`src/qdc_regs_pkg.sv`:
```
// Shared constants and types for the readout, mode and test register bank
package qdc_regs_pkg;

  // ----------------------------------------------------------------
  // Register offsets
  // ----------------------------------------------------------------
  localparam logic [15:0] ADDR_EVENT_STEP = 16'h1028;
  localparam logic [15:0] ADDR_WORD_STEP = 16'h102A;
  localparam logic [15:0] ADDR_ABORT_WINDOW = 16'h102E;
  localparam logic [15:0] ADDR_MODE_SET = 16'h1032;
  localparam logic [15:0] ADDR_MODE_CLEAR = 16'h1034;
  localparam logic [15:0] ADDR_MEMTEST_ADDR = 16'h1036;
  localparam logic [15:0] ADDR_MEMTEST_UPPER = 16'h1038;
  localparam logic [15:0] ADDR_MEMTEST_LOWER = 16'h103A;
  localparam logic [15:0] ADDR_CRATE = 16'h103C;
  localparam logic [15:0] ADDR_SYNTH_EVENT = 16'h103E;

  // ----------------------------------------------------------------
  // Reset values and field widths
  // ----------------------------------------------------------------
  localparam logic [15:0] MODE_RESET = 16'h4880;
  localparam logic [9:0] WINDOW_RESET = 10'h000;
  localparam logic [7:0] CRATE_RESET = 8'h00;
  localparam logic [9:0] WINDOW_MAX_N = 10'h3F0;
  localparam int TEST_FIFO_DEPTH = 32;
  localparam int TEST_WORD_W = 16;
  localparam int COARSE_SHIFT = 4;
  localparam int FINE_SHIFT = 1;

  // ----------------------------------------------------------------
  // Abort window timing, in quarter nanoseconds to stay exact
  // ----------------------------------------------------------------
  localparam int CLK_PERIOD_NS = 50;
  localparam int WINDOW_BASE_NS = 7000;
  localparam int WINDOW_STEP_QNS = 125;
  localparam int CLK_QNS = CLK_PERIOD_NS * 4;
  localparam int WINDOW_BASE_QNS = WINDOW_BASE_NS * 4;

  // ----------------------------------------------------------------
  // Mode word layout, bit 15 first
  // ----------------------------------------------------------------
  typedef struct packed {
    logic rsv15;
    logic count_every_trigger_bit;
    logic slide_sub_disable;
    logic empty_event_bit;
    logic auto_pointer_advance_bit;
    logic [1:0] rsv10_9;
    logic threshold_scale_bit;
    logic slide_enable;
    logic acquisition_test_bit;
    logic rsv5;
    logic threshold_check_disable_bit;
    logic overrange_check_disable;
    logic data_flush;
    logic offline;
    logic memtest_mode;
  } mode_t;

  // Memory test write to the output buffer
  typedef struct packed {
    logic [15:0] addr;
    logic [31:0] data;
  } memtest_wr_t;

endpackage : qdc_regs_pkg

```
`src/qdc_readout_mode_test_regs.sv`:
```
// Readout pointer stepping, abort window, mode bits, memory test and test event regs
//
// Contract
// - Any write to event step register jumps read pointer to next event.
// - Any write to word step register moves read pointer one word forward.
// - Auto advance bit clear: steps only on writes; set: steps on reads.
// - Abort window lasts 7 us plus count times 1/32 us.
// - Mode set writes set bits written as one; reads return mode word.
// - Mode clear writes clear bits written as one; zeros do nothing.
// - Mode bit 0 enables direct memory test writes into output buffer.
// - Offline bit set stops all conversions in the converter controller.
// - Data flush bit holds a data reset of buffer, pointers and counter.
// - Overrange check bit clear stores only conversions without overflow.
// - Threshold check bit clear stores only conversions at or above channel threshold.
// - Acquisition test bit feeds buffer from the internal test FIFO.
// - Slide enable clear holds the scale; separate bit disables subtraction.
// - Threshold scaled by 16 when step bit clear, by 2 when set.
// - Empty event stores header and end word only when bit is set.
// - Event counter counts all triggers or only accepted ones.
// - Address, then upper, then lower half; lower write commits word.
// - Crate number is loaded by software and goes into every data word.
// - Test event writes fill a 32 word FIFO of 16 bit words.
`timescale 1ns/100ps
module qdc_readout_mode_test_regs (
  // Clock and reset
  input wire logic SYS_CLK,
  input wire logic RST_N,
  // Register port
  input wire logic REG_WR,
  input wire logic REG_RD,
  input wire logic [15:0] REG_ADDR,
  input wire logic [15:0] REG_WDATA,
  output logic [15:0] REG_RDATA,
  output logic REG_RVALID,
  // Readout pointer control
  input wire logic OBUF_READ,
  output logic PTR_EVENT_STEP,
  output logic PTR_WORD_STEP,
  // Abort window
  input wire logic ABORT_START,
  output logic ABORT_WINDOW_OPEN,
  // Mode outputs
  output qdc_regs_pkg::mode_t MODE,
  output logic CONV_ENABLE,
  output logic DATA_RESET,
  output logic SLIDE_HOLD,
  output logic SLIDE_SUB_OFF,
  // Conversion filter
  input wire logic CONV_VALID,
  input wire logic [11:0] CONV_VALUE,
  input wire logic CONV_OVERFLOW,
  input wire logic [7:0] CONV_THRESHOLD,
  output logic CONV_STORE,
  // Event end and trigger
  input wire logic EVENT_DONE,
  input wire logic EVENT_HAS_DATA,
  output logic EMPTY_EVENT_STORE,
  input wire logic TRIGGER,
  input wire logic TRIGGER_ACCEPTED,
  output logic EVCNT_INC,
  // Memory test write
  output logic MEMTEST_WR,
  output qdc_regs_pkg::memtest_wr_t MEMTEST,
  // Crate number
  output logic [7:0] CRATE_NUM,
  // Synthetic event stream
  output logic SYNTH_VALID,
  input wire logic SYNTH_READY,
  output logic [15:0] SYNTH_DATA
);
  import qdc_regs_pkg::*;

  // ----------------------------------------------------------------
  // Reset release
  // ----------------------------------------------------------------
  logic rst_meta_reg;
  logic rst_n_reg;

  // Assert at once, release two edges later
  always_ff @(posedge SYS_CLK or negedge RST_N)
  begin
    if (!RST_N)
    begin
      rst_meta_reg <= 1'b0;
      rst_n_reg <= 1'b0;
    end
    else
    begin
      rst_meta_reg <= 1'b1;
      rst_n_reg <= rst_meta_reg;
    end
  end

  // ----------------------------------------------------------------
  // Helpers
  // ----------------------------------------------------------------

  // Abort window end, in quarter nanoseconds
  function automatic logic [17:0] window_qns(input logic [9:0] n);
    window_qns = 18'(WINDOW_BASE_QNS) + 18'(n) * 18'(WINDOW_STEP_QNS);
  endfunction : window_qns

  // Zero suppression and overflow acceptance of one conversion
  function automatic logic accept_conv(input mode_t m, input logic [11:0] v,
                                       input logic ov, input logic [7:0] thr);
    logic [11:0] limit;
    logic thr_ok;
    logic ov_ok;
    limit = m.threshold_scale_bit ? (12'(thr) << FINE_SHIFT) : (12'(thr) << COARSE_SHIFT);
    thr_ok = m.threshold_check_disable_bit || (v >= limit);
    ov_ok = m.overrange_check_disable || !ov;
    accept_conv = thr_ok && ov_ok;
  endfunction : accept_conv

  // ----------------------------------------------------------------
  // Decode
  // ----------------------------------------------------------------
  logic wr_event_step;
  logic wr_word_step;
  logic wr_window;
  logic wr_set;
  logic wr_clear;
  logic wr_mt_addr;
  logic wr_mt_upper;
  logic wr_mt_lower;
  logic wr_crate;
  logic wr_synth;

  // One strobe per register
  assign wr_event_step = REG_WR && (REG_ADDR == ADDR_EVENT_STEP);
  assign wr_word_step = REG_WR && (REG_ADDR == ADDR_WORD_STEP);
  assign wr_window = REG_WR && (REG_ADDR == ADDR_ABORT_WINDOW);
  assign wr_set = REG_WR && (REG_ADDR == ADDR_MODE_SET);
  assign wr_clear = REG_WR && (REG_ADDR == ADDR_MODE_CLEAR);
  assign wr_mt_addr = REG_WR && (REG_ADDR == ADDR_MEMTEST_ADDR);
  assign wr_mt_upper = REG_WR && (REG_ADDR == ADDR_MEMTEST_UPPER);
  assign wr_mt_lower = REG_WR && (REG_ADDR == ADDR_MEMTEST_LOWER);
  assign wr_crate = REG_WR && (REG_ADDR == ADDR_CRATE);
  assign wr_synth = REG_WR && (REG_ADDR == ADDR_SYNTH_EVENT);

  // ----------------------------------------------------------------
  // Mode word
  // ----------------------------------------------------------------
  mode_t mode_reg;

  // Set beats clear when one write could hit both (it cannot, one address)
  always_ff @(posedge SYS_CLK or negedge rst_n_reg)
  begin
    if (!rst_n_reg)
      mode_reg <= mode_t'(MODE_RESET);
    else if (wr_set)
      mode_reg <= mode_t'(mode_reg | REG_WDATA);
    else if (wr_clear)
      mode_reg <= mode_t'(mode_reg & ~REG_WDATA);
  end

  // Mode fanout to the converter and scale logic
  assign MODE = mode_reg;
  assign CONV_ENABLE = !mode_reg.offline;
  assign DATA_RESET = mode_reg.data_flush;
  assign SLIDE_HOLD = !mode_reg.slide_enable;
  assign SLIDE_SUB_OFF = mode_reg.slide_sub_disable;

  // ----------------------------------------------------------------
  // Plain stored registers
  // ----------------------------------------------------------------
  logic [9:0] window_reg;
  logic [7:0] crate_reg;

  // Count above 3F0 is the software's fault; stored as written
  always_ff @(posedge SYS_CLK or negedge rst_n_reg)
  begin
    if (!rst_n_reg)
      window_reg <= WINDOW_RESET;
    else if (wr_window)
      window_reg <= REG_WDATA[9:0];
  end

  // Crate number feeds every output data word
  always_ff @(posedge SYS_CLK or negedge rst_n_reg)
  begin
    if (!rst_n_reg)
      crate_reg <= CRATE_RESET;
    else if (wr_crate)
      crate_reg <= REG_WDATA[7:0];
  end
  assign CRATE_NUM = crate_reg;

  // ----------------------------------------------------------------
  // Register reads
  // ----------------------------------------------------------------

  // Answer one cycle after the read strobe; write-only and unmapped read zero
  always_ff @(posedge SYS_CLK or negedge rst_n_reg)
  begin
    if (!rst_n_reg)
    begin
      REG_RDATA <= 16'h0000;
      REG_RVALID <= 1'b0;
    end
    else
    begin
      REG_RVALID <= REG_RD;
      if (REG_RD)
      begin
        case (REG_ADDR)
          ADDR_ABORT_WINDOW: REG_RDATA <= {6'h00, window_reg};
          ADDR_MODE_SET: REG_RDATA <= mode_reg;
          ADDR_CRATE: REG_RDATA <= {8'h00, crate_reg};
          default: REG_RDATA <= 16'h0000;
        endcase
      end
    end
  end

  // ----------------------------------------------------------------
  // Readout pointer steps
  // ----------------------------------------------------------------

  // Registered one-cycle pulses to the output buffer
  always_ff @(posedge SYS_CLK or negedge rst_n_reg)
  begin
    if (!rst_n_reg)
    begin
      PTR_EVENT_STEP <= 1'b0;
      PTR_WORD_STEP <= 1'b0;
    end
    else
    begin
      PTR_EVENT_STEP <= wr_event_step;
      PTR_WORD_STEP <= wr_word_step || (mode_reg.auto_pointer_advance_bit && OBUF_READ);
    end
  end

  // ----------------------------------------------------------------
  // Abort window timer
  // ----------------------------------------------------------------
  logic [17:0] elapsed_reg;
  logic [17:0] elapsed_next;

  assign elapsed_next = elapsed_reg + 18'(CLK_QNS);

  // Exact in quarter ns, so 31.25 ns steps do not drift on a 50 ns clock
  always_ff @(posedge SYS_CLK or negedge rst_n_reg)
  begin
    if (!rst_n_reg)
    begin
      elapsed_reg <= 18'h00000;
      ABORT_WINDOW_OPEN <= 1'b0;
    end
    else if (ABORT_START)
    begin
      elapsed_reg <= 18'h00000;
      ABORT_WINDOW_OPEN <= 1'b1;
    end
    else if (ABORT_WINDOW_OPEN)
    begin
      elapsed_reg <= elapsed_next;
      if (elapsed_next >= window_qns(window_reg))
        ABORT_WINDOW_OPEN <= 1'b0;
    end
  end

  // ----------------------------------------------------------------
  // Conversion filter, empty events, trigger counting
  // ----------------------------------------------------------------

  // Decisions come out one cycle after their inputs
  always_ff @(posedge SYS_CLK or negedge rst_n_reg)
  begin
    if (!rst_n_reg)
    begin
      CONV_STORE <= 1'b0;
      EMPTY_EVENT_STORE <= 1'b0;
      EVCNT_INC <= 1'b0;
    end
    else
    begin
      CONV_STORE <= CONV_VALID && !mode_reg.acquisition_test_bit &&
                    accept_conv(mode_reg, CONV_VALUE, CONV_OVERFLOW, CONV_THRESHOLD);
      EMPTY_EVENT_STORE <= EVENT_DONE && !EVENT_HAS_DATA && mode_reg.empty_event_bit;
      EVCNT_INC <= TRIGGER && (mode_reg.count_every_trigger_bit || TRIGGER_ACCEPTED);
    end
  end

  // ----------------------------------------------------------------
  // Memory test writes
  // ----------------------------------------------------------------
  logic [15:0] mt_addr_reg;
  logic [15:0] mt_upper_reg;

  // Address and upper half wait for the lower half
  always_ff @(posedge SYS_CLK or negedge rst_n_reg)
  begin
    if (!rst_n_reg)
    begin
      mt_addr_reg <= 16'h0000;
      mt_upper_reg <= 16'h0000;
    end
    else
    begin
      if (wr_mt_addr)
        mt_addr_reg <= REG_WDATA;
      if (wr_mt_upper)
        mt_upper_reg <= REG_WDATA;
    end
  end

  // Lower half commits the word, only in memory test mode
  always_ff @(posedge SYS_CLK or negedge rst_n_reg)
  begin
    if (!rst_n_reg)
    begin
      MEMTEST_WR <= 1'b0;
      MEMTEST <= '0;
    end
    else
    begin
      MEMTEST_WR <= wr_mt_lower && mode_reg.memtest_mode;
      if (wr_mt_lower && mode_reg.memtest_mode)
        MEMTEST <= '{addr: mt_addr_reg, data: {mt_upper_reg, REG_WDATA}};
    end
  end

  // ----------------------------------------------------------------
  // Synthetic event FIFO
  // ----------------------------------------------------------------
  logic fifo_in_ready;
  logic fifo_out_valid;
  logic fifo_pop;
  logic [15:0] fifo_out_data;

  // Drain only in acquisition test mode; a write into a full FIFO drops
  // the oldest word, so extra words overwrite earlier ones
  assign fifo_pop = (fifo_out_valid && mode_reg.acquisition_test_bit && SYNTH_READY) ||
                    (wr_synth && !fifo_in_ready);
  assign SYNTH_VALID = fifo_out_valid && mode_reg.acquisition_test_bit;
  assign SYNTH_DATA = fifo_out_data;

  synth_event_fifo #(
    .WIDTH(TEST_WORD_W),
    .DEPTH(TEST_FIFO_DEPTH)
  ) u_fifo (
    .clk(SYS_CLK),
    .rst_n(rst_n_reg),
    .flush(mode_reg.data_flush),
    .in_valid(wr_synth && (fifo_in_ready || fifo_pop)),
    .in_ready(fifo_in_ready),
    .in_data(REG_WDATA),
    .out_valid(fifo_out_valid),
    .out_ready(fifo_pop),
    .out_data(fifo_out_data)
  );

  // ----------------------------------------------------------------
  // Checks
  // ----------------------------------------------------------------
  int unsigned win_cnt;
  always_ff @(posedge SYS_CLK or negedge rst_n_reg)
  begin
    if (!rst_n_reg)
      win_cnt <= 0;
    else if (ABORT_START)
      win_cnt <= 0;
    else if (ABORT_WINDOW_OPEN)
      win_cnt <= win_cnt + 1;
  end

  event_step_a: assert property (@(posedge SYS_CLK) disable iff (!rst_n_reg)
    wr_event_step |=> PTR_EVENT_STEP)
    else $error("event step pulse missing");

  word_step_a: assert property (@(posedge SYS_CLK) disable iff (!rst_n_reg)
    PTR_WORD_STEP |-> $past(wr_word_step) || $past(OBUF_READ))
    else $error("word step without cause");

  auto_step_a: assert property (@(posedge SYS_CLK) disable iff (!rst_n_reg)
    (OBUF_READ && !mode_reg.auto_pointer_advance_bit && !wr_word_step) |=> !PTR_WORD_STEP)
    else $error("read stepped pointer with auto advance off");

  window_len_a: assert property (@(posedge SYS_CLK) disable iff (!rst_n_reg)
    $fell(ABORT_WINDOW_OPEN) && !$past(ABORT_START) |->
      (win_cnt * CLK_QNS >= window_qns(window_reg)) &&
      ((win_cnt - 1) * CLK_QNS < window_qns(window_reg)))
    else $error("abort window length wrong");

  mode_set_a: assert property (@(posedge SYS_CLK) disable iff (!rst_n_reg)
    wr_set |=> (mode_reg & $past(REG_WDATA)) == $past(REG_WDATA))
    else $error("mode set lost a bit");

  mode_clear_a: assert property (@(posedge SYS_CLK) disable iff (!rst_n_reg)
    wr_clear |=> ((mode_reg & $past(REG_WDATA)) == 16'h0000) &&
                 ((mode_reg | $past(REG_WDATA)) == ($past(mode_reg) | $past(REG_WDATA))))
    else $error("mode clear wrong");

  memtest_gate_a: assert property (@(posedge SYS_CLK) disable iff (!rst_n_reg)
    MEMTEST_WR |-> $past(mode_reg.memtest_mode) && $past(wr_mt_lower))
    else $error("memory test write outside test mode");

  memtest_word_a: assert property (@(posedge SYS_CLK) disable iff (!rst_n_reg)
    MEMTEST_WR |-> MEMTEST.data == {mt_upper_reg, $past(REG_WDATA)})
    else $error("memory test word mismatch");

  empty_event_a: assert property (@(posedge SYS_CLK) disable iff (!rst_n_reg)
    (EVENT_DONE && !EVENT_HAS_DATA && !mode_reg.empty_event_bit) |=> !EMPTY_EVENT_STORE)
    else $error("empty event stored while disabled");

  evcnt_a: assert property (@(posedge SYS_CLK) disable iff (!rst_n_reg)
    (TRIGGER && mode_reg.count_every_trigger_bit) |=> EVCNT_INC)
    else $error("trigger not counted");

  overflow_a: assert property (@(posedge SYS_CLK) disable iff (!rst_n_reg)
    (CONV_VALID && CONV_OVERFLOW && !mode_reg.overrange_check_disable) |=> !CONV_STORE)
    else $error("overflow stored");

  synth_gate_a: assert property (@(posedge SYS_CLK) disable iff (!rst_n_reg)
    (CONV_VALID && mode_reg.acquisition_test_bit) |=> !CONV_STORE)
    else $error("real conversion stored in acquisition test mode");

endmodule : qdc_readout_mode_test_regs

```
`src/synth_event_fifo.sv`:
```
// Parameterised FIFO with valid and ready on both sides
`timescale 1ns/100ps
module synth_event_fifo #(
  parameter int WIDTH = 16,
  parameter int DEPTH = 32
) (
  // Clock and reset
  input wire logic clk,
  input wire logic rst_n,
  input wire logic flush,
  // Fill side
  input wire logic in_valid,
  output logic in_ready,
  input wire logic [WIDTH-1:0] in_data,
  // Drain side
  output logic out_valid,
  input wire logic out_ready,
  output logic [WIDTH-1:0] out_data
);
  localparam int AW = $clog2(DEPTH);
  logic [WIDTH-1:0] mem [DEPTH];
  logic [AW:0] wptr_reg;
  logic [AW:0] rptr_reg;
  logic full;
  logic empty;
  logic push;
  logic pop;

  // Extra pointer bit tells full from empty
  assign empty = (wptr_reg == rptr_reg);
  assign full = (wptr_reg[AW-1:0] == rptr_reg[AW-1:0]) && (wptr_reg[AW] != rptr_reg[AW]);
  assign in_ready = !full;
  assign out_valid = !empty;
  assign out_data = mem[rptr_reg[AW-1:0]];
  assign pop = out_valid && out_ready;
  // A word may enter a full FIFO in the cycle its head leaves
  assign push = in_valid && (in_ready || pop);

  // Pointers
  always_ff @(posedge clk or negedge rst_n)
  begin
    if (!rst_n)
    begin
      wptr_reg <= '0;
      rptr_reg <= '0;
    end
    else if (flush)
    begin
      wptr_reg <= '0;
      rptr_reg <= '0;
    end
    else
    begin
      if (push)
        wptr_reg <= wptr_reg + 1'b1;
      if (pop)
        rptr_reg <= rptr_reg + 1'b1;
    end
  end

  // Storage, no reset needed
  always_ff @(posedge clk)
  begin
    if (push)
      mem[wptr_reg[AW-1:0]] <= in_data;
  end

endmodule : synth_event_fifo
```
`config.mk`:
```
export PLATFORM = sky130hd
export DESIGN_NAME = qdc_readout_mode_test_regs
export DESIGN_NICKNAME = d
export VERILOG_FILES = /design/src/qdc_regs_pkg.sv /design/src/qdc_readout_mode_test_regs.sv /design/src/synth_event_fifo.sv
export SDC_FILE = /design/constraint.sdc
export NUM_CORES = 1
export LEC_CHECK = 0
export BUFFER_PORTS_ARGS = -buffer_cell sky130_fd_sc_hd__buf_2
export CAP_MARGIN = 20
export CORE_MARGIN = 5
export CORE_UTILIZATION = 45
export DETAILED_ROUTE_END_ITERATION = 10
export PLACE_DENSITY_LB_ADDON = 0.3
export SYNTH_ARGS = -nofsm -noshare
export SYNTH_HDL_FRONTEND = slang
export SYNTH_SLANG_ARGS = --single-unit
```
`constraint.sdc`:
```
create_clock -name SYS_CLK -period 7.2 [get_ports SYS_CLK]
set_input_delay 0.36 -clock SYS_CLK [delete_from_list [all_inputs] [get_ports SYS_CLK]]
set_output_delay 0.36 -clock SYS_CLK [all_outputs]
set_load 0.02 [all_outputs]
```
==> results.txt <==
The share of synthesized area occupied by flip-flops and latches was 67.03%. Counting flops with an async set or reset pin after synthesis yields a share of 24.59%. Counting instances, the worst hold path has a depth of 2. Critical register-to-register path endpoint: ABORT_WINDOW_OPEN$_DFF_PN0_. The min-delay analysis places its worst path in the category in -> reg. The worst hold path begins at EVENT_HAS_DATA. The tools report the reg-to-reg critical path startpoint as window_reg[3]$_DFFE_PN0P_. The logs give 0.7998 for the weighted congestion reported at the end of routability-driven placement and 0 for the final hold violation count.

In this run, synthesis inferred 512 flip-flops with an integrated enable. The number of gates resized after CTS was 0. The tools report the cell at the root of the clock tree as clkbuf_16. Yosys mapped the design onto 63 distinct sky130hd cell types. The initial utilization of the core area, before any placement, comes to 45.34%. The count of warnings emitted by yosys is 0. The final total negative setup slack is 0 ns, and the chip width is 264.6 um. The signal on the critical path passes through inv_1, fa_1, fa_1, inv_1, fa_1, inv_1, fa_1, inv_1, ha_1, o2111ai_1, nand3_1, o41ai_1, o21ai_0, xnor2_1, ha_1, nand4_1, or2_2, o22ai_1, a21oi_1. The cell family contributing the most delay on the critical path is adder cells. After detailed routing, the total wire length is 66330 um. The worst hold endpoint is EMPTY_EVENT_STORE$_DFF_PN0_. TritonCTS built the clock tree.

Minimum period implied by the final worst setup slack: 5.567 ns. The cell with the largest stage delay on the worst path is o41ai_1. The run gives 1609 as the number of instances in the synthesized netlist.

Cells with a size suffix above 1 make up 32.56% of the layout. The core region is 64350 um2. The number of buffers created by CTS is 71, and the critical path's largest stage delay is 0.58 ns.

The first-pass detailed-route iteration total is 5, and the slew at the pin with the worst max-slew slack is 1.032 ns. In this run the core area contains 93 standard-cell rows. The final setup skew was 0.01586 ns; the register-to-register setup slack was 1.63 ns. For the CTS H-tree depth, the log shows 3.

Compared with the post-synthesis result, the final layout area differs by 14.89%. The tools report the endpoint kind of the worst setup timing path as a register. The via count of the first global-routing pass was 16.32k; the timing-limited maximum frequency was 0.1796 GHz. The worst endpoint required time was 7.67 ns; the number of buffers between clock root and the deepest sink was 3. Among all flip-flop cells after synthesis, the most frequent one is edfxtp_1. The number of max-cap violations was 0. Headroom to the max-slew limit came out at 31.20%.

Detailed placement ended at an HPWL of 40920 um. The combined buffer and inverter count along the critical path is 4. The initial antenna violation count is 8, and the clock-pin slew on the worst setup and hold paths is 0.06 ns.

STA classifies the critical path startpoint as a register. After detailed placement, the design holds a cell count of 2617. The final cycle utilization of the critical path is 77.32%, and the initial DRC count is 1235. The first global-routing pass estimated 100900 um of wire. For this run, design rule violations remaining after detail routing come to 0.

STA puts the critical path data arrival time at 6.04 ns. The number of nets handed over by synthesis was 1787. The finished layout holds 2754 standard cells, fillers aside. The floorplan step defined a die boundary enclosing 70030 um2.

For this design, the CTS-stage hold fixing added 5 buffers. Synthesized cell area: 29180 um2. Summed over all cells, the static leakage comes to 12.63 nW.

The die is 264.6 um tall. 182 I/O pins were placed. The clock drives 679 sinks. IR analysis of the VDD net gives a maximum drop of 0.1793 mV.

The power density over the cells was 239.4 nW/um2. The most common library cell in the layout ignoring fill and taps was edfxtp_1. Along the worst path, the maximum fanout reaches 7. For the sum of internal, switching and leakage power, the log shows 0.008025 W.

The net count of the finished layout is 2018. The clock reaches the later pin of the worst-skew pair after 0.61 ns. The final-report max-slew violation count came out at 0.

The number of input and output port buffers inserted was 181. Global routing used 18.91% of the available tracks. The run gives 65 as the pin count of the biggest net entering global routing. Measured in cells, the most critical reg-to-reg path has a length of 19. Dividing the synthesized area by the synthesized cell count gives 18.13 um2. Across all layers, the routed design uses 15.26k vias. In the layout the commonest cells are edfxtp_1, buf_2, mux4_2.

The category of the most critical setup path is reg -> reg. The post-detailed-route wirelength per cell came out at 24.08 um. The tools report the sum of overflow across all layers after global routing as 0.

Setup violations remaining at the end of the flow were counted as 0. The number of flip-flops under the largest register name was 512; the register bit count reported by yosys was 679. Setup repair after global routing left no endpoint under its margin. Buffers added to address setup during post-CTS repair amount to 0. The run finished with clean final reports. The residual antenna-violating net count after detailed routing was 0; the via count normalized by instance count was 5.540.
==> through the flow <==
| step | hold WS, ns | setup slack (ns) | utilization [%] | area (um2) |
|---|---|---|---|---|
| floorplan | 0.06441 | 2.207 | - | 29180 |
| global placement | 0.1479 | 1.882 | 48.38 | 31130 |
| detailed placement | 0.1492 | 1.667 | 48.39 | 31140 |
| CTS | 0.01098 | 1.650 | 52.08 | 33510 |
| global route | 0.02705 | 1.338 | 52.08 | 33510 |
| finish | 0.05297 | 1.633 | 52.09 | 33520 |
==> layer usage <==
layer  GRT usage (%)  vias up  wire length [um]
li1                -     6711                 -
met2           30.66      556             32080
met3           5.727       99              5984
met5               0        -                40
met1           25.22     7882             26670
met4           5.161        8              1545
==> layout make-up <==
type	count	area, um2
Antenna cell	4	10.01
Clock buffer	90	1879
Clock inverter	38	442.9
Fill cell	5131	30830
Inverter	78	292.8
Multi-Input combinational cell	781	8964
Sequential cell	679	19570
Tap cell	855	1070
Timing Repair Buffer	229	1291
==> synthesized netlist by cell type, types with 3 or more instances <==
cell type / instances / area share (%)
edfxtp_1: 512 / 53
dfrtp_1: 164 / 14
mux4_2: 160 / 12
mux2_2: 103 / 4.0
ha_1: 84 / 3.6
nor2_1: 83 / 1.1
inv_1: 78 / 1.0
nand2_1: 50 / 0.64
xor2_1: 36 / 1.1
a21oi_1: 32 / 0.55
fa_1: 29 / 2.0
clkbuf_1: 28 / 0.36
o21ai_0: 21 / 0.36
buf_2: 17 / 0.29
nand3_1: 17 / 0.29
a22o_1: 16 / 0.48
xnor2_1: 16 / 0.48
mux2_1: 13 / 0.50
buf_1: 12 / 0.15
buf_6: 9 / 0.35
nand4_1: 9 / 0.19
a222oi_1: 8 / 0.27
mux2i_1: 8 / 0.27
nor2b_1: 8 / 0.17
a21o_1: 6 / 0.15
and3_1: 6 / 0.13
nand2b_1: 6 / 0.13
buf_4: 5 / 0.13
nand4b_1: 5 / 0.15
nor3_1: 5 / 0.086
or2_2: 5 / 0.11
and2_1: 4 / 0.086
and3b_1: 3 / 0.090
dfstp_2: 3 / 0.27
nand3b_1: 3 / 0.077
nor3b_1: 3 / 0.077
o21a_1: 3 / 0.077
o31ai_1: 3 / 0.077
or3_1: 3 / 0.064
==> cell families after synthesis <==
logic type | count (synthesis) | share of synthesized area (%)
compound gates | 105 | 2.449
xor+xnor | 52 | 1.561
fa+ha+maj | 113 | 5.592
buf+inv | 149 | 2.286
flops | 679 | 67.03
mux | 284 | 17.10
other cells | 1 | 0.01285
simple gates | 226 | 3.967
==> power by group <==
| group | total, W | internal [W] | switching, W | leakage, nW |
|---|---|---|---|---|
| clock | 0.00361 | 0.00210 | 0.00151 | 1.14 |
| combinational | 0.000172 | 0.0000470 | 0.000125 | 4.62 |
| sequential | 0.00424 | 0.00423 | 0.0000150 | 6.88 |
==> worst register-to-register path, stage by stage (launching register included) <==
cell and delay (ns):
dfrtp_1 0.49, inv_1 0.16, fa_1 0.54, fa_1 0.52, inv_1 0.05, fa_1 0.55, inv_1 0.07, fa_1 0.53
inv_1 0.04, ha_1 0.36, o2111ai_1 0.12, nand3_1 0.13, o41ai_1 0.58, o21ai_0 0.26, xnor2_1 0.19, ha_1 0.29
nand4_1 0.08, or2_2 0.29, o22ai_1 0.13, a21oi_1 0.06
==> how the worst max path moves through the flow <==
stage / from / to / slack (ns) / depth (start not counted)
after floorplan: rst_n_reg$_DFF_PN0_ / ABORT_WINDOW_OPEN$_DFF_PN0_ / 2.21 / 0
after global placement: window_reg[3]$_DFFE_PN0P_ / ABORT_WINDOW_OPEN$_DFF_PN0_ / 1.88 / 20
after detailed placement: window_reg[3]$_DFFE_PN0P_ / ABORT_WINDOW_OPEN$_DFF_PN0_ / 1.67 / 19
after CTS: window_reg[3]$_DFFE_PN0P_ / ABORT_WINDOW_OPEN$_DFF_PN0_ / 1.65 / 19
after global routing: window_reg[3]$_DFFE_PN0P_ / ABORT_WINDOW_OPEN$_DFF_PN0_ / 1.34 / 21
final: window_reg[3]$_DFFE_PN0P_ / ABORT_WINDOW_OPEN$_DFF_PN0_ / 1.63 / 19
Note: power is estimated with default switching activity, not from simulation.
